## config.mk

```make
export PLATFORM = sky130hd
export DESIGN_NAME = hpb_port
export DESIGN_NICKNAME = d
export VERILOG_FILES = /design/src/rtl/hpb_pkg.sv /design/src/rtl/hpb_port.sv
export VERILOG_INCLUDE_DIRS = /design/src /design/src/rtl
export SDC_FILE = /design/constraint.sdc
export NUM_CORES = 1
export LEC_CHECK = 0
export BUFFER_PORTS_ARGS = -buffer_cell sky130_fd_sc_hd__buf_2
export CORE_MARGIN = 5
export CORE_UTILIZATION = 55
export DETAILED_ROUTE_END_ITERATION = 10
export GPL_TIMING_DRIVEN = 0
export PLACE_DENSITY = 0.77
export SLEW_MARGIN = 30
export SYNTH_ARGS = -nofsm -noshare
export SYNTH_HDL_FRONTEND = slang
export SYNTH_SLANG_ARGS = --single-unit
```

## constraint.sdc

```tcl
create_clock -name clock_i -period 2.3 [get_ports clock_i]
set_input_delay 0.345 -clock clock_i [delete_from_list [all_inputs] [get_ports clock_i]]
set_output_delay 0.345 -clock clock_i [all_outputs]
set_load 0.01 [all_outputs]
```

## src/rtl/hpb_regs.svh

```systemverilog
// Constants of the host parallel port bridge
`ifndef HPB_REGS_SVH
`define HPB_REGS_SVH
`define HPB_CLK_NS       10
`define HPB_BUSY_MAX_NS  100000
`define HPB_INIT_MAX_NS  1000000
`define HPB_MODE_16_16   2'h0
`define HPB_MODE_8_8     2'h1
`define HPB_MODE_8_16    2'h2
`define HPB_MODE_SERIAL  2'h3
`define HPB_STAT_RDY_BIT 0
`define HPB_STAT_INT_BIT 1
`define HPB_WORD_RST     16'h0000
`endif

```

## src/rtl/hpb_pkg.sv

```systemverilog
// Types of the host parallel port bridge
package hpb_pkg;
    typedef struct packed {
        logic        sel_n;
        logic        rd_n;
        logic        wr_n;
        logic        cmd;
        logic [15:0] data;
    } hpb_host_t;

    typedef struct packed {
        logic        rnw;
        logic        strobe_n;
        logic        periph_n;
        logic        a0;
        logic        a1;
        logic        a15;
    } hpb_core_t;

    typedef enum logic [2:0] {
        HPB_INIT  = 3'b001,
        HPB_READY = 3'b010,
        HPB_BUSY  = 3'b100
    } hpb_state_t;
endpackage : hpb_pkg

```

## src/rtl/hpb_port.sv

```systemverilog
// Host parallel port bridge with core bus decode and core clock divider
// Overview of operation
// (RQ1) Command high: instruction write, status read
// (RQ2) Command low: data word transfer
// (RQ3) 8/8: busy after instruction byte, data word
// (RQ4) 8/16: busy after second byte of words
// (RQ5) 16/16: busy after each 16-bit word
// (RQ6) Ready returns once transfer processed
// (RQ7) Host waits for ready before transferring
// (RQ8) Busy period never exceeds 100 us
// (RQ9) Read strobe low presents data word
// (RQ10) Write strobe accepts host data word
// (RQ11) Strobes honoured only while selected
// (RQ12) Interrupt core on each host transfer; code does so only when ready drops, not on status reads or first bytes
// (RQ13) Core read/write line gives direction
// (RQ14) Core strobe low marks valid bus
// (RQ15) Core peripheral select low when addressed
// (RQ16) Own access needs address bits 0,1,15 high
// (RQ17) Core clock is half master clock
// (RQ18) Reset held at least 5 us
// (RQ19) Ready within 1 ms after reset
// (RQ20) Mode pins pick 16/16, 8/8, 8/16, serial
// (RQ21) 8-bit modes use low eight lines
// (RQ22) Ready low until initialisation completes
// (RQ23) Bytes pair high byte first
`include "hpb_regs.svh"

module hpb_port
    import hpb_pkg::*;
#(
    parameter int BUSY_MAX_CYC = `HPB_BUSY_MAX_NS / `HPB_CLK_NS,
    parameter int INIT_CYC     = `HPB_INIT_MAX_NS / `HPB_CLK_NS
) (
    input  wire logic      clock_i,
    input  wire logic      sys_rst_i,
    input  wire hpb_host_t host_i,
    input  wire logic      port_mode_select0_i,
    input  wire logic      port_mode_select1_i,
    input  wire logic      host_interrupt_flag_i,
    input  wire hpb_core_t core_i,
    input  wire logic [15:0] core_data_i,
    output logic [15:0]    host_data_bus_o,
    output logic           host_data_bus_oe_n_o,
    output logic           port_ready_flag_o,
    output logic           core_interrupt_out_o,
    output logic [15:0]    core_data_o,
    output logic           core_data_oe_n_o,
    output logic           core_word_is_cmd_o,
    output logic           core_clock_out_o
);
    localparam int CW = $clog2(INIT_CYC + 1);

    initial begin
        if (INIT_CYC < 1 || BUSY_MAX_CYC < 1 || BUSY_MAX_CYC > INIT_CYC)
            $error("hpb_port: bad cycle counts");
    end

    // Pin synchronisers; stage 1 feeds stage 2 only
    hpb_host_t   host_s1, host_s2, host_s3;
    hpb_core_t   core_s1, core_s2, core_s3;
    logic [15:0] cdat_s1, cdat_s2;
    logic [1:0]  mode_s1, mode_s2;
    logic        hint_s1, hint_s2;

    always_ff @(posedge clock_i) begin
        host_s1 <= host_i;
        host_s2 <= host_s1;
        host_s3 <= host_s2;
        core_s1 <= core_i;
        core_s2 <= core_s1;
        core_s3 <= core_s2;
        cdat_s1 <= core_data_i;
        cdat_s2 <= cdat_s1;
        mode_s1 <= {port_mode_select1_i, port_mode_select0_i};
        mode_s2 <= mode_s1;
        hint_s1 <= host_interrupt_flag_i;
        hint_s2 <= hint_s1;
    end

    logic mode16, mode88, mode816, parallel;
    logic wr_done, rd_done, core_sel, core_done;

    always_comb begin
        mode16   = (mode_s2 == `HPB_MODE_16_16);                               // [RQ20]
        mode88   = (mode_s2 == `HPB_MODE_8_8);                                 // [RQ20]
        mode816  = (mode_s2 == `HPB_MODE_8_16);                                // [RQ20]
        parallel = (mode_s2 != `HPB_MODE_SERIAL);                              // [RQ20]
        // Strobe end while selected
        wr_done  = !host_s3.wr_n && host_s2.wr_n && !host_s3.sel_n && parallel; // [RQ10] [RQ11]
        rd_done  = !host_s3.rd_n && host_s2.rd_n && !host_s3.sel_n && parallel; // [RQ9] [RQ11]
        core_sel = !core_s2.periph_n && core_s2.a0 && core_s2.a1 && core_s2.a15; // [RQ15] [RQ16]
        core_done = !core_s3.strobe_n && core_s2.strobe_n && !core_s3.periph_n
                    && core_s3.a0 && core_s3.a1 && core_s3.a15;                 // [RQ14] [RQ16]
    end

    hpb_state_t  state, next_state;
    logic [CW-1:0] cnt, next_cnt;
    logic        phase, next_phase;
    logic [7:0]  hi_byte, next_hi_byte;
    logic [15:0] in_word, next_in_word;
    logic        in_cmd, next_in_cmd;
    logic [15:0] rd_word, next_rd_word;
    logic        cint, next_cint;
    logic [15:0] next_hdata;
    logic        next_hoe_n;
    logic [15:0] next_cdata;
    logic        next_coe_n;
    logic        cclk, next_cclk;

    always_comb begin
        next_state   = state;
        next_cnt     = cnt;
        next_phase   = phase;
        next_hi_byte = hi_byte;
        next_in_word = in_word;
        next_in_cmd  = in_cmd;
        next_rd_word = rd_word;
        next_cint    = cint;
        next_cclk    = !cclk;                                                  // [RQ17]
        // Core writes the word that the host reads next
        if (core_sel && !core_s2.rnw && !core_s2.strobe_n)                     // [RQ13]
            next_rd_word = cdat_s2;
        case (state)
            HPB_INIT: begin
                next_cnt = cnt + CW'(1);
                if (cnt == CW'(INIT_CYC - 1)) begin                            // [RQ19] [RQ22]
                    next_state = HPB_READY;
                    next_cnt   = '0;
                end
            end
            HPB_READY: begin
                // Transfers taken only while ready
                if (wr_done) begin
                    if (host_s3.cmd && mode88) begin                           // [RQ1] [RQ3]
                        next_in_word = {8'h00, host_s3.data[7:0]};
                        next_in_cmd  = 1'b1;
                        next_state   = HPB_BUSY;
                    end else if (mode16) begin                                 // [RQ5] [RQ2]
                        next_in_word = host_s3.data;
                        next_in_cmd  = host_s3.cmd;
                        next_state   = HPB_BUSY;
                    end else if (!phase) begin                                 // [RQ23] [RQ21]
                        next_hi_byte = host_s3.data[7:0];
                        next_phase   = 1'b1;
                    end else begin                                             // [RQ4] [RQ3]
                        next_in_word = {hi_byte, host_s3.data[7:0]};
                        next_in_cmd  = host_s3.cmd;
                        next_phase   = 1'b0;
                        next_state   = HPB_BUSY;
                    end
                end else if (rd_done && !host_s3.cmd) begin                    // [RQ2]
                    if (mode16 || phase) begin                                 // [RQ5] [RQ3] [RQ4]
                        next_phase = 1'b0;
                        next_state = HPB_BUSY;
                    end else begin
                        next_phase = 1'b1;                                     // [RQ23]
                    end
                end
                if (next_state == HPB_BUSY) begin
                    next_cint = 1'b1;                                          // [RQ12]
                    next_cnt  = '0;
                end
            end
            HPB_BUSY: begin
                next_cnt = cnt + CW'(1);
                if (core_done || cnt == CW'(BUSY_MAX_CYC - 1)) begin           // [RQ6] [RQ8]
                    next_state = HPB_READY;
                    next_cint  = 1'b0;
                    next_cnt   = '0;
                end
            end
            default: begin
                next_state = HPB_INIT;
                next_cnt   = '0;
            end
        endcase
        // Host read data: status, full word or one byte
        if (host_s2.cmd) begin                                                 // [RQ1]
            next_hdata = `HPB_WORD_RST;
            next_hdata[`HPB_STAT_RDY_BIT] = (state == HPB_READY);
            next_hdata[`HPB_STAT_INT_BIT] = hint_s2;
        end else if (mode16) begin                                             // [RQ9] [RQ21]
            next_hdata = rd_word;
        end else begin                                                         // [RQ21] [RQ23]
            next_hdata = {8'h00, phase ? rd_word[7:0] : rd_word[15:8]};
        end
        next_hoe_n = !(!host_s2.sel_n && !host_s2.rd_n && parallel
                       && state != HPB_INIT);                                  // [RQ9] [RQ11]
        next_cdata = in_word;
        next_coe_n = !(core_sel && core_s2.rnw && !core_s2.strobe_n);          // [RQ13] [RQ14]
    end

    always_ff @(posedge clock_i) begin
        if (sys_rst_i) begin
            state                <= HPB_INIT;                                  // [RQ22]
            cnt                  <= '0;
            phase                <= 1'b0;
            hi_byte              <= 8'h00;
            in_word              <= `HPB_WORD_RST;
            in_cmd               <= 1'b0;
            rd_word              <= `HPB_WORD_RST;
            cint                 <= 1'b0;
            cclk                 <= 1'b0;
            host_data_bus_o      <= `HPB_WORD_RST;
            host_data_bus_oe_n_o <= 1'b1;
            core_data_o          <= `HPB_WORD_RST;
            core_data_oe_n_o     <= 1'b1;
        end else begin
            state                <= next_state;
            cnt                  <= next_cnt;
            phase                <= next_phase;
            hi_byte              <= next_hi_byte;
            in_word              <= next_in_word;
            in_cmd               <= next_in_cmd;
            rd_word              <= next_rd_word;
            cint                 <= next_cint;
            cclk                 <= next_cclk;
            host_data_bus_o      <= next_hdata;
            host_data_bus_oe_n_o <= next_hoe_n;
            core_data_o          <= next_cdata;
            core_data_oe_n_o     <= next_coe_n;
        end
    end

    assign port_ready_flag_o    = (state == HPB_READY);                        // [RQ6] [RQ7]
    assign core_interrupt_out_o = cint;                                        // [RQ12]
    assign core_word_is_cmd_o   = in_cmd;
    assign core_clock_out_o     = cclk;                                        // [RQ17]
endmodule : hpb_port

```

# [Yosys cells after proc, flatten, opt, wreduce, memory -nomap -nowiden]
# Index checks and enable logic that the tools add are counted.
# Widths: inputs -> output; s select.
[classes] n_addsub=1 n_eq_ne=14 n_mux=32 n_bitwise=3 n_reduce_logical=50
[ops] op="$mux 17" n=3
[ops] op="$pmux 17 s3" n=1
[ops] op="$mux 16" n=3
[ops] op="$mux 3" n=9
[ops] op="$logic_and 1x1->1" n=23
[ops] op="$add 17x1->17 const B" n=1
[ops] op="$eq 17x14->1 const B" n=1
[ops] op="$eq 17x17->1 const B" n=1
[ops] op="$mux 8" n=2
[ops] op="$logic_not 1->1" n=14
[ops] op="$mux 1" n=11
[ops] op="$ne 2x2->1 const B" n=5
[ops] op="$pmux 3 s3" n=1
[ops] op="$eq 3x3->1 const B" n=2
[ops] op="$reduce_and 3->1" n=2
[ops] op="$reduce_and 5->1" n=1
[ops] op="$reduce_and 4->1" n=1
[ops] op="$reduce_bool 2->1" n=2
[ops] op="$eq 3x1->1 const B" n=1
[ops] op="$eq 3x2->1 const B" n=1
[ops] op="$ne 3x1->1 const B" n=1
[ops] op="$not 1->1" n=3
[ops] op="$reduce_bool 3->1" n=1
[ops] op="$reduce_or 3->1" n=1
[ops] op="other kinds (8)" n=9
[totals] register_bits=213 input_bits=47 output_inout_bits=38 elab_cells=153

# [Logic depth before layout (Yosys ltp)]
[depth] ltp_word=11 ltp_mapped=8 ltp_nobuf=6

# [Least setup slack after synthesis]
# OpenSTA, ideal clock, no wires.
[synth_path] path_kind="reg2reg" start="register cnt[6]" end="register cnt[10]" setup_ns=0.125 arrival_ns=1.893 t_required_ns=2.175 path_slack_ns=0.281 stages_incl_launch_ff=7 n_path_buf=1 period_less_slack_ns=2.019 path_cell_list="dfxtp_1 -> or4_4 -> nor4b_4 -> a41oi_2 -> o31ai_4 -> buf_6 -> a21oi_1"
[synth_via] elab_chain_cells=4 elab_cells_between_ends=7 cone_classes="1 x add/sub; 2 x eq/ne; 3 x mux; 1 x reduce/logical"
[synth_lines] element="start: declaration" line="hpb_port.sv:97" rtl="logic [CW-1:0] cnt, next_cnt;"
[synth_lines] element="start signal: assignment" line="hpb_port.sv:210" rtl="cnt <= next_cnt;"
[synth_lines] element="branches (longest 3 deep; another with $add 17x1->17)"
[synth_lines] element="$pmux 17 s3 (*)" line="hpb_port.sv:123" rtl="case (state)"
# Mark *: on every way between the ends.
# A chain may end at the register's enable or synchronous reset.

# [Worst setup path in the final report]
[layout_path] start="register cnt[6]" end="register cnt[7]"
# The elaborated chain is that of the path after synthesis.

==> impl_metrics.csv <==
group,metric,value,unit
global_route,grt_use_total,19.2,%
critical_path,reg2reg_to,"cnt[7]",
global_route,grt_pass1_wl,20500,µm
pwr,p_per_area,894,nW/µm²
routing,num_vias,4184,
timing,tightest_slew,0.788,ns
critical_path,reg2reg_slack,0.06,ns
routing,vias_per_cell,5.14,
clocking,numCtsBuffers,20,
floorplan,rows,38,
synth,yosys_most_used_dff,"dfxtp_1",
global_route,grt_max_degree,16,
timing,rsz0062_at_grt,"no",
cells_and_area,multi_input_area,1830,µm²
floorplan,ios,85,
critical_path,reg2reg_from,"cnt[6]",
hold_path,hold_start,"sys_rst_i",
cells_and_area,layout_common_cells,"dfxtp_1, buf_2, nor2_1",
global_route,antenna_found_initial,0,
synth,syn-cell-area,6150,µm²
routing,drcViolationCount,0,
timing,clock_skew,0.0126,ns
routing,dr.pass1.iters,4,
outcome,status,"completed",
hold_path,whs_path_depth,2,
place,gp_congestion,0.829,
routing,ant_nets,0,
critical_path,crit_fanout,10,
synth,synth_area_per_cell,12.0,µm²
cells_and_area,seqCellArea,4260,µm²
clocking,cts-htree-levels,1,
global_route,grt_pass1_vias,4356,
synth,yosysWarnings,0,
hold_path,min_to,"cnt[15]",
floorplan,die_h,116,µm
place,hpwl,8210,µm
pwr,ir_drop,0.000732,V
critical_path,crit_required,2.71,ns
floorplan,die_w,116,µm
global_route,overflow,0,
place,dpl-instance-area,6750,µm²
hold_path,hold_class,"in2reg",
floorplan,die_area,13400,µm²
cells_and_area,antenna_cells,0,
synth,yosysSeqAreaShare,69.3,%
synth,synth_edf_count,0,
floorplan,core,10900,µm²
cells_and_area,layoutNonFillerInstCount,814,
job,cap_violations,0,
place,dp.cells,734,
clocking,clk_latency,0.54,ns
floorplan,start_util,56.5,%
synth,syn_inst,511,
clocking,path_clk_slew,0.06,ns
pwr,p_leak,3.13,nW
cells_and_area,layout.cells.most_common,"dfxtp_1",
pwr,total_power,7.03,mW
timing,slew_headroom,47.1,%
routing,wire_per_inst,15.6,µm
timing,fmax,446,MHz
clocking,cts_buffer_depth,3,
critical_path,cp.arrival,2.66,ns
clocking,cts_sinks,213,
cells_and_area,area_delta_synth_final,27.9,%
critical_path,worstRegToRegCells,6,
timing,hold_viol,0,
critical_path,critPathLaunchType,"register",
timing,setup_viol,0,
synth,synthArstFlopShare,0,%
cells_and_area,final_area,7870,µm²
synth,synth_nets,559,
cells_and_area,drive_gt1_share,21.7,%
timing,fin_crit,2.24,ns
critical_path,critPathKind,"reg2reg",
clocking,clock-root-buffer,"clkbuf_8",
routing,routed_wirelength,12700,µm
synth,synth-seq-cells,213,
synth,synth.distinct_cells,56,
place,portBuffers,83,
cells_and_area,nets,711,
timing,slew_violations,0,
cells_and_area,fillers,731,
critical_path,critPathCaptureType,"register",
timing,layout_worst_path_cycle_share,97.5,%
clocking,cts_tree,"yes",
routing,drtIter0Drc,187,
[routing by layer]
metal	vias up	GRT usage [%]	part of all wire, %	routed length [µm]
met5	-	0	0	0
met4	0	9.13	4.1	522
met3	42	3.81	5.6	715
met2	129	35.0	52	6620
met1	1942	21.3	38	4830
li1	2071	-	-	-
[critical path, stage by stage, from the launching register on]
cell,delay [ns]
dfxtp_1,0.34
or4_4,0.55
nor4b_4,0.38
a41oi_4,0.25
o31ai_4,0.36
buf_6,0.19
a21oi_1,0.05
[flip-flops by register name, summed over array words and instances, names as in the netlist, 2 cells and up]
register and flops:
cdat_s2 16, state 3, in_word 16, core_s1 6
mode_s2 2, host_s2 20, cnt 17, cdat_s1 16
core_data_o 16, rd_word 16, core_s2 6, mode_s1 2
host_s1 20, host_s3 20, core_s3 5, host_data_bus_o 16
hi_byte 8
[timing repair]
action,in CTS,in global routing
pin swaps,0,2
hold endpoints to repair,45,0
hold buffers,45,0
resized for setup,0,9
setup buffers,2,0
setup endpoints to repair,4,25
[layout make-up]
class,count,share of cell area (%)
Sequential cell,213,54.2
Buffer,20,1.22
Multi-Input combinational cell,271,23.3
Clock inverter,7,0.684
Clock buffer,26,6.85
Inverter,7,0.334
Timing Repair Buffer,130,11.2
Tap cell,140,2.23
[power breakdown]
part | internal (mW) | switching, mW
Combinational | 0.122 | 0.120
Clock | 1.63 | 1.29
Sequential | 3.81 | 0.0505
[Yosys cell counts, types with 2 or more instances]
cell | number | area [µm²]
dfxtp_1 | 213 | 4260
nand3_1 | 6 | 30.0
o21ai_1 | 2 | 10.0
inv_1 | 6 | 22.5
a211oi_1 | 10 | 75.1
nor4_1 | 4 | 25.0
buf_2 | 7 | 35.0
nor3_1 | 7 | 35.0
nand4_1 | 3 | 18.8
nand2_1 | 28 | 105
and3_1 | 3 | 18.8
o31ai_1 | 7 | 52.6
nor2_1 | 56 | 210
o22ai_1 | 2 | 12.5
or4_1 | 6 | 45.0
nor3b_1 | 2 | 15.0
mux2i_1 | 37 | 370
a22oi_1 | 8 | 60.1
and2_1 | 12 | 75.1
o21ai_0 | 5 | 25.0
nand2b_1 | 3 | 18.8
a21oi_1 | 20 | 100
and4_1 | 2 | 17.5
nor4b_1 | 2 | 17.5
clkbuf_1 | 12 | 45.0
nor2b_1 | 16 | 100
a41oi_2 | 2 | 32.5
xnor2_1 | 2 | 17.5
[logic make-up (layout without fill, tap and decap cells)]
group,Yosys count,in the layout,synth area share (%)
XOR/XNOR,3,3,0.427
adder cells (fa/ha/maj),1,1,0.203
multiplexers,37,37,6.02
AO/OA/AOI/OAI,69,69,8.34
buffers and inverters,27,190,1.91
flip-flops,213,213,69.3
AND/OR/NAND/NOR,161,161,13.8
[how the worst max path moves through the flow]
stage | from | endpoint | slack [ns] | depth (start not counted)
final | cnt[6] | cnt[7] | 0.06 | 6
after CTS | host_s3[16] | cnt[7] | 0.02 | 6
after global placement | state[0] | in_word[6] | 0.03 | 7
after floorplan | cnt[6] | cnt[10] | 0.28 | 6
after detailed placement | state[1] | in_word[6] | -0.03 | 7
after global routing | cnt[6] | cnt[6] | 0.001 | 6
[through the flow]
step / TNS (ns) / util (%) / hold WS (ns) / setup WS (ns)
floorplan: 0 / - / 0.310 / 0.281
global placement: 0 / 61.9 / 0.310 / 0.0307
detailed placement: -0.0588 / 62.0 / 0.312 / -0.0254
CTS: 0 / 71.7 / 0.314 / 0.0219
global route: 0 / 72.3 / 0.333 / 0.00146
finish: 0 / 72.3 / 0.296 / 0.0574
No activity file was read; power rests on OpenSTA's default activity.
